File: src/tcpwm_pkg.sv
package tcpwm_pkg;
    // ************************************************************
    // Register offsets
    // ************************************************************
    localparam logic [3:0] REG_STATUS_CTRL = 4'h0;
    localparam logic [3:0] REG_COUNT       = 4'h1;
    localparam logic [3:0] REG_PERIOD      = 4'h2;
    localparam logic [3:0] REG_CH0_CTRL    = 4'h3;
    localparam logic [3:0] REG_CH0_VALUE   = 4'h4;
    localparam logic [3:0] REG_CH1_CTRL    = 4'h5;
    localparam logic [3:0] REG_CH1_VALUE   = 4'h6;

    // ************************************************************
    // Status/control fields
    // ************************************************************
    localparam int SC_WRAP_FLAG = 7;
    localparam int SC_WRAP_IE   = 6;
    localparam int SC_HALT      = 5;
    localparam int SC_CLEAR     = 4;
    localparam int SC_PS_LO     = 0;

    // ************************************************************
    // Channel control fields
    // ************************************************************
    localparam int CC_FLAG   = 7;
    localparam int CC_IE     = 6;
    localparam int CC_MSB    = 5;
    localparam int CC_MSA    = 4;
    localparam int CC_ELSB   = 3;
    localparam int CC_ELSA   = 2;
    localparam int CC_TOV    = 1;
    localparam int CC_MAX    = 0;

    // ************************************************************
    // Reset values and prescaler constants
    // ************************************************************
    localparam logic [7:0]  SC_RESET     = 8'h20;
    localparam logic [7:0]  CC_RESET     = 8'h00;
    localparam logic [15:0] PERIOD_RESET = 16'hFFFF;
    localparam logic [2:0]  PS_UNUSED    = 3'h7;
    localparam logic [6:0]  PRESC_MAX    = 7'h7F;
endpackage : tcpwm_pkg

File: src/tcpwm_timer.sv
// Implementation choices: the address-and-strobe port and the register offsets.
`timescale 1ns/1ps
module tcpwm_timer
    import tcpwm_pkg::*;
#(
    parameter int WIDTH = 16
) (
    // Clock and reset
    input  wire logic             clock,
    input  wire logic             reset_n,
    // Register port
    input  wire logic [3:0]       regAddr,
    input  wire logic [WIDTH-1:0] regWrData,
    input  wire logic             regWrite,
    input  wire logic             regRead,
    output logic      [WIDTH-1:0] regRdData,
    // System states
    input  wire logic             waitMode,
    input  wire logic             stopMode,
    input  wire logic             breakActive,
    input  wire logic             breakClearPermit,
    // Channel pins
    input  wire logic [1:0]       chanPinIn,
    output logic      [1:0]       chanPinOut,
    output logic      [1:0]       chanPinOe,
    // Requests
    output logic                  wrapIrq,
    output logic      [1:0]       chanIrq,
    output logic                  wakeRequest
);
    if (WIDTH != 16) begin : g_width_check
        $error("tcpwm_timer supports WIDTH 16 only");
    end

    // ************************************************************
    // Registers
    // ************************************************************
    logic [7:0]       scCtrl_q;
    logic [7:0]       chCtrl_q [2];
    logic [WIDTH-1:0] chValue_q [2];
    logic [WIDTH-1:0] period_q;
    logic [WIDTH-1:0] count_q;
    logic [6:0]       presc_q;
    logic             wrapArm_q;
    logic [1:0]       chArm_q;
    logic [1:0]       chLevel_q;
    logic [1:0]       capPrev_q;
    logic             activePair_q;
    logic             pendPair_q;
    logic             pendValid_q;

    logic       tick;
    logic       wrap;
    logic       run;
    logic       buffered;
    logic [1:0] chMatch;
    logic [1:0] capEdge;
    logic [1:0] chOutMode;
    logic [1:0] chCapMode;
    logic [1:0] chEvent;
    logic       clearOk;
    logic       wrClr;
    logic [WIDTH-1:0] cmpValue0;

    assign wrClr    = regWrite && (regAddr == REG_STATUS_CTRL)
                      && regWrData[SC_CLEAR];
    // Stop mode, break and halt bit all freeze the counter
    assign run      = !stopMode && !breakActive
                      && !scCtrl_q[SC_HALT];
    assign clearOk  = !breakActive || breakClearPermit;
    // Buffered select wins over unbuffered select
    assign buffered = chCtrl_q[0][CC_MSB];

    // ************************************************************
    // Prescaler from bus clock only
    // ************************************************************
    always_comb begin
        tick = 1'b0;
        case (scCtrl_q[2:0])
            3'h0: tick = 1'b1;
            3'h1: tick = (presc_q[0:0] == 1'h1);
            3'h2: tick = (presc_q[1:0] == 2'h3);
            3'h3: tick = (presc_q[2:0] == 3'h7);
            3'h4: tick = (presc_q[3:0] == 4'hF);
            3'h5: tick = (presc_q[4:0] == 5'h1F);
            3'h6: tick = (presc_q[5:0] == 6'h3F);
            default: tick = 1'b0;
        endcase
        tick = tick && run;
    end

    always_ff @(posedge clock) begin
        if (!reset_n || wrClr) begin
            presc_q <= 7'h00;
        end else if (run) begin
            presc_q <= presc_q + 7'h01;
        end
    end

    // ************************************************************
    // Counter
    // ************************************************************
    assign wrap = tick && (count_q == period_q);

    always_ff @(posedge clock) begin
        if (!reset_n || wrClr) begin
            count_q <= '0;
        end else if (wrap) begin
            count_q <= '0;
        end else if (tick) begin
            count_q <= count_q + 16'h0001;
        end
    end

    always_ff @(posedge clock) begin
        if (!reset_n) begin
            period_q <= PERIOD_RESET;
        end else if (regWrite && regAddr == REG_PERIOD) begin
            period_q <= regWrData;
        end
    end

    // ************************************************************
    // Channel modes and events
    // ************************************************************
    // Compare against the currently active pair when linked
    assign cmpValue0 = buffered ? chValue_q[activePair_q]
                                : chValue_q[0];

    generate
        for (genvar c = 0; c < 2; c++) begin : g_chan
            logic lvlSel;
            // Channel 1 is idle while linked
            assign chOutMode[c] = (c == 0) ?
                (buffered || chCtrl_q[0][CC_MSA]) && chCtrl_q[0][3:2] != 2'h0
                : !buffered && chCtrl_q[1][CC_MSA]
                  && chCtrl_q[1][3:2] != 2'h0;
            assign chCapMode[c] = !chCtrl_q[c][CC_MSA] && !chCtrl_q[c][CC_MSB]
                && chCtrl_q[c][3:2] != 2'h0 && !(c == 1 && buffered);
            assign chMatch[c] = tick && (((c == 0) ? cmpValue0
                : chValue_q[1]) == count_q);
            assign capEdge[c] = !breakActive && !stopMode
                && !scCtrl_q[SC_HALT]
                && ((chCtrl_q[c][CC_ELSA] && !capPrev_q[c] && chanPinIn[c])
                 || (chCtrl_q[c][CC_ELSB] && capPrev_q[c] && !chanPinIn[c]));
            assign chEvent[c] = (chOutMode[c] && chMatch[c])
                                || (chCapMode[c] && capEdge[c]);
            assign lvlSel = chCtrl_q[c][CC_ELSA];

            always_ff @(posedge clock) begin
                if (!reset_n) begin
                    capPrev_q[c] <= 1'b0;
                end else begin
                    capPrev_q[c] <= chanPinIn[c];
                end
            end

            // Output level: wrap toggles when TOV is set and MAX is clear, compare forces the ELSA level and beats wrap, TOV with MAX holds !ELSA
            always_ff @(posedge clock) begin
                if (!reset_n) begin
                    chLevel_q[c] <= 1'b0;
                end else if (!chOutMode[c]) begin
                    chLevel_q[c] <= !chCtrl_q[c][CC_MSA];
                end else if (chCtrl_q[c][CC_TOV] && chCtrl_q[c][CC_MAX]) begin
                    chLevel_q[c] <= !lvlSel;
                end else if (chMatch[c]) begin
                    chLevel_q[c] <= lvlSel;
                end else if (wrap && chCtrl_q[c][CC_TOV]) begin
                    chLevel_q[c] <= !chLevel_q[c];
                end
            end

            // Output enable follows the channel mode
            assign chanPinOut[c] = chLevel_q[c];
            assign chanPinOe[c]  = chOutMode[c];

            // Channel flag, cleared by read-while-set then write 0
            always_ff @(posedge clock) begin
                if (!reset_n) begin
                    chArm_q[c] <= 1'b0;
                end else if (chEvent[c]) begin
                    chArm_q[c] <= 1'b0;
                end else if (regRead && clearOk
                             && regAddr == ((c == 0) ? REG_CH0_CTRL
                                                     : REG_CH1_CTRL)
                             && chCtrl_q[c][CC_FLAG]) begin
                    chArm_q[c] <= 1'b1;
                end
            end

            always_ff @(posedge clock) begin
                if (!reset_n) begin
                    chCtrl_q[c] <= CC_RESET;
                end else begin
                    if (regWrite && regAddr == ((c == 0) ? REG_CH0_CTRL
                                                         : REG_CH1_CTRL)) begin
                        chCtrl_q[c][6:0] <= regWrData[6:0];
                        if (!regWrData[CC_FLAG] && chArm_q[c] && clearOk) begin
                            chCtrl_q[c][CC_FLAG] <= 1'b0;
                        end
                    end
                    if (chEvent[c]) begin
                        chCtrl_q[c][CC_FLAG] <= 1'b1;
                    end
                end
            end

            // Capture latches the counter, a write sets compare value
            always_ff @(posedge clock) begin
                if (!reset_n) begin
                    chValue_q[c] <= '0;
                end else if (chCapMode[c] && capEdge[c]) begin
                    chValue_q[c] <= count_q;
                end else if (regWrite && regAddr == ((c == 0) ? REG_CH0_VALUE
                                                      : REG_CH1_VALUE)) begin
                    chValue_q[c] <= regWrData;
                end
            end
        end
    endgenerate

    // ************************************************************
    // Buffered pair selection
    // ************************************************************
    always_ff @(posedge clock) begin
        if (!reset_n || !buffered) begin
            activePair_q <= 1'b0;
            pendPair_q   <= 1'b0;
            pendValid_q  <= 1'b0;
        end else begin
            if (regWrite && regAddr == REG_CH0_VALUE) begin
                pendPair_q  <= 1'b0;
                pendValid_q <= 1'b1;
            end else if (regWrite && regAddr == REG_CH1_VALUE) begin
                pendPair_q  <= 1'b1;
                pendValid_q <= 1'b1;
            end else if (wrap) begin
                pendValid_q <= 1'b0;
            end
            if (wrap && pendValid_q) begin
                activePair_q <= pendPair_q;
            end
        end
    end

    // ************************************************************
    // Status/control and wrap flag
    // ************************************************************
    always_ff @(posedge clock) begin
        if (!reset_n) begin
            wrapArm_q <= 1'b0;
        end else if (wrap) begin
            wrapArm_q <= 1'b0;
        end else if (regRead && clearOk && regAddr == REG_STATUS_CTRL
                     && scCtrl_q[SC_WRAP_FLAG]) begin
            wrapArm_q <= 1'b1;
        end
    end

    always_ff @(posedge clock) begin
        if (!reset_n) begin
            scCtrl_q <= SC_RESET;
        end else begin
            if (regWrite && regAddr == REG_STATUS_CTRL) begin
                scCtrl_q[SC_WRAP_IE] <= regWrData[SC_WRAP_IE];
                scCtrl_q[SC_HALT]    <= regWrData[SC_HALT];
                scCtrl_q[2:0]        <= regWrData[2:0];
                if (!regWrData[SC_WRAP_FLAG] && wrapArm_q && clearOk) begin
                    scCtrl_q[SC_WRAP_FLAG] <= 1'b0;
                end
            end
            if (wrap) begin
                scCtrl_q[SC_WRAP_FLAG] <= 1'b1;
            end
        end
    end

    // ************************************************************
    // Requests
    // ************************************************************
    // Requests stay live in wait mode and double as wake sources
    assign wrapIrq = scCtrl_q[SC_WRAP_FLAG] && scCtrl_q[SC_WRAP_IE];
    assign chanIrq[0] = chCtrl_q[0][CC_FLAG] && chCtrl_q[0][CC_IE];
    assign chanIrq[1] = chCtrl_q[1][CC_FLAG] && chCtrl_q[1][CC_IE]
                        && !buffered;
    assign wakeRequest = waitMode && (wrapIrq || (|chanIrq));

    // ************************************************************
    // Read data
    // ************************************************************
    always_ff @(posedge clock) begin
        if (!reset_n) begin
            regRdData <= '0;
        end else if (regRead) begin
            if (regAddr == REG_STATUS_CTRL) begin
                regRdData <= {8'h00, scCtrl_q & 8'hEF};
            end else if (regAddr == REG_COUNT) begin
                regRdData <= count_q;
            end else if (regAddr == REG_PERIOD) begin
                regRdData <= period_q;
            end else if (regAddr == REG_CH0_CTRL) begin
                regRdData <= {8'h00, chCtrl_q[0]};
            end else if (regAddr == REG_CH0_VALUE) begin
                regRdData <= chValue_q[0];
            end else if (regAddr == REG_CH1_CTRL) begin
                regRdData <= {8'h00, chCtrl_q[1]};
            end else if (regAddr == REG_CH1_VALUE) begin
                regRdData <= chValue_q[1];
            end else begin
                regRdData <= '0;
            end
        end else begin
            regRdData <= '0;
        end
    end
endmodule : tcpwm_timer

File: config.mk
export PLATFORM = sky130hd
export DESIGN_NAME = tcpwm_timer
export DESIGN_NICKNAME = d
export VERILOG_FILES = /design/src/tcpwm_pkg.sv /design/src/tcpwm_timer.sv
export SDC_FILE = /design/constraint.sdc
export NUM_CORES = 1
export LEC_CHECK = 0
export ABC_CLOCK_PERIOD_IN_PS = 2300
export BUFFER_PORTS_ARGS = -buffer_cell sky130_fd_sc_hd__buf_2
export CAP_MARGIN = 20
export CORE_MARGIN = 5
export CORE_UTILIZATION = 30
export DETAILED_ROUTE_END_ITERATION = 16
export PLACE_DENSITY = 0.49
export SLEW_MARGIN = 5
export SYNTH_ARGS = -nofsm -noshare
export SYNTH_HDL_FRONTEND = slang
export SYNTH_SLANG_ARGS = --single-unit
File: constraint.sdc
create_clock -name clock -period 2.3 [get_ports clock]
set_clock_uncertainty 0.05 [all_clocks]
set_input_delay 0.115 -clock clock [delete_from_list [all_inputs] [get_ports clock]]
set_output_delay 0.115 -clock clock [all_outputs]
set_load 0.03 [all_outputs]
==> key figures <==
GRT
  – Antenna violations before repair: 0
  – GRT overflow: 0
  – Largest net degree at the start of global routing: 33
  – GR Util All Layers: 17.4%
  – First-pass GRT wire length: 31.9 mm
  – Vias in the first global route: 5498

Clock tree
  – Htree depth: 4
  – TritonCTS Buffers: 17
  – Clock Sinks: 119
  – Worst-Skew Late Latency: 420 ps
  – CTS tree: built
  – CTS Buffer Depth: 2
  – Clk slew on worst S/H paths: 60 ps
  – Root buf cell: clkbuf_16

Routing
  – Vias post-DR: 5330
  – Drt pass-1 iters: 5
  – Wire per inst: 20.1 um
  – 1st-iter DRT viols: 438
  – Drt via density: 5.13
  – Drt total wl: 20.9 mm
  – Routed Antenna Nets: 0
  – Drt drc: 0

Timing
  – Worst slew pin tran: 858 ps
  – Crit path time final: 2220 ps
  – Relative slew slack: 42.8%
  – Final Setup Violations: 0
  – Fmax: 450 MHz
  – Hold Fails Final Rpt: 0
  – Max Slew Vio Count: 0
  – Post-route clock period utilization: 96.6%

Floorplan
  – # rows: 53
  – Ports: 54
  – Starting density of the core: 30.4%
  – Die height: 156 um
  – Core area: 21000 um^2
  – DIE WIDTH: 156 um
  – Die area: 24300 um^2

Status
  – Status: finished, final reports clean

Min path
  – Hold WC Path Type: in2reg
  – Hold path start: regWrData[0]
  – Hold Path Depth: 3
  – Hold endpoint: period_q[0]$_SDFFE_PN1P_

Placement
  – DP HPWL: 15.4 mm
  – PortBufs: 53
  – Placement Cell Area: 7130 um^2
  – Gpl congestion: 0.882

Critical path
  – CP required: 2390 ps
  – Max stage delay on crit path: 460 ps
  – CP Cell Sequence: xor2_1 > nor4_2 > nand2_1 > nor4_4 > a211o_1 > a41o_1
  – Crit. End Element: flop
  – Worst r2r dst: chCtrl_q[1][7]$_SDFFCE_PN0P_
  – R2r setup slk: 80 ps
  – Worst reg2reg path depth: 6
  – Worst-path fanout max: 4
  – Worst path slowest cell: dfxtp_1
  – R2r startpoint: count_q[1]$_SDFFE_PP0P_
  – Setup CP Type: reg2reg
  – Crit start category: flop
  – CP arrival: 2310 ps
  – Crit path from: count_q[1]$_SDFFE_PP0P_

Synth
  – Post-synth EDFFs: 48
  – Post-Synthesis Cell Area: 6370 um^2
  – Syn avg cell area: 9.60 um^2
  – Synth unique cells: 61
  – Synth Net Count: 698
  – Register bit total from synthesis: 119
  – Cell count after synthesis: 664
  – Asr flop ratio synth: 0%
  – Ys flop type: dfxtp_1
  – Ys Warns: 0
  – Seq/Total Area, Yosys: 44.9%

Layout
  – Post-route core utilization: 37.9%
  – Final nets: 784
  – Commonest non-fill, non-tap cell in the layout: nand2_1
  – Layout cell share with drive strength beyond 1: 20.1%
  – Final Cell Area: 7950 um^2
  – # diodes: 0
  – Fill count: 2112
  – Commonest non-fill, non-tap cells in the layout: nand2_1 (73), dfxtp_1 (69), nor2_1 (58)
  – Area Overhead vs Synth: 24.8%

Pwr
  – Pwr per Cell Area: 679 nW/um^2
  – IR drop worst, VDD: 0.000368 V
  – Leakage power: 3.38 nW

Flow run
  – Maxcap violations: 0
## critical path: cells and delay by family (launching register included)
| family | cells | cell delay [ps] |
|---|---|---|
| flops | 1 | 460 |
| xor+xnor | 1 | 170 |
| simple gates | 3 | 940 |
| compound gates | 2 | 310 |
## stage by stage
stage	hold WS, ps	power, mW	worst slack [ps]	setup TNS (ps)	cells
after floorplan	187	2.58	28.5	0	664
after global placement	297	2.77	10.8	0	989
after detailed placement	303	2.78	-85.2	-161	989
after CTS	0.400	5.43	3.74	0	1036
after global routing	6.33	5.58	-26.7	-60.8	1038
final	17.8	5.40	78.3	0	1038
## logic make-up after synthesis
family          count (synthesis)  synth area share, %
flops                         119                 44.9
mux                            51                 9.33
compound gates                103                 11.0
fa+ha+maj                       4                0.785
simple gates                  262                 20.7
xor+xnor                       65                 8.93
buf+inv                        60                 4.34
## power by group
group	switching, mW	internal (mW)
logic	0.272	0.174
clock network	0.949	1.70
registers	0.0561	2.26
total	1.28	4.13
## flip-flops by register name, indices dropped and copies added, names as in the netlist, 2 cells and up, named ones only
signal / count
chArm_q: 2
capPrev_q: 2
chCtrl_q: 16
presc_q: 6
scCtrl_q: 6
count_q: 16
regRdData: 16
chValue_q: 32
period_q: 16
chanPinOut: 2
## what timing repair did
item,CTS,global route
gates resized for setup,1,12
endpoints found under the setup margin,4,11
pin swaps,1,4
hold endpoints to repair,24,0
hold buffers,15,0
setup buffers,0,2
## how the worst max path moves through the flow
stage / to / slack (ps)
after floorplan: chCtrl_q[1][7]$_SDFFCE_PN0P_ / 30
after global placement: chCtrl_q[1][7]$_SDFFCE_PN0P_ / 10
after detailed placement: chCtrl_q[0][7]$_DFFE_PP_ / -90
after CTS: chCtrl_q[0][7]$_DFFE_PP_ / 4
after global routing: chanPinOut[1]$_SDFFE_PN0P_ / -30
final: chCtrl_q[1][7]$_SDFFCE_PN0P_ / 80
## routing by layer
layer  global-route usage (%)  vias to the layer above  part of all wire, %
li1                         -                     2518                    -
met1                     22.1                     2621                   43
met2                     29.3                      159                   49
met3                     3.30                       32                  5.6
met4                     6.54                        0                  2.7
met5                        0                        -                    0
## cell type report
type                            instances  area (um^2)  share of cell area [%]
Timing Repair Buffer                  114          811                    10.2
Clock inverter                          6         58.8                   0.740
Multi-Input combinational cell        485         3290                    41.4
Inverter                               13         48.8                   0.614
Tap cell                              275          344                    4.33
Clock buffer                           26          532                    6.69
Sequential cell                       119         2870                    36.0
## synth_stat cells (13+ instances only)
cell / count / share of area [%]
a21oi_1: 20 / 1.6
a22o_1: 16 / 2.2
and2_1: 23 / 2.3
and3_1: 16 / 1.6
buf_2: 19 / 1.5
clkbuf_1: 21 / 1.2
dfxtp_1: 71 / 22
edfxtp_1: 48 / 23
inv_1: 13 / 0.77
mux2i_1: 41 / 6.4
nand2_1: 73 / 4.3
nand3_1: 24 / 1.9
nor2_1: 58 / 3.4
o21ai_0: 22 / 1.7
o22ai_1: 13 / 1.3
xnor2_1: 40 / 5.5
xor2_1: 25 / 3.4
No activity file was read; power rests on OpenSTA's default activity.
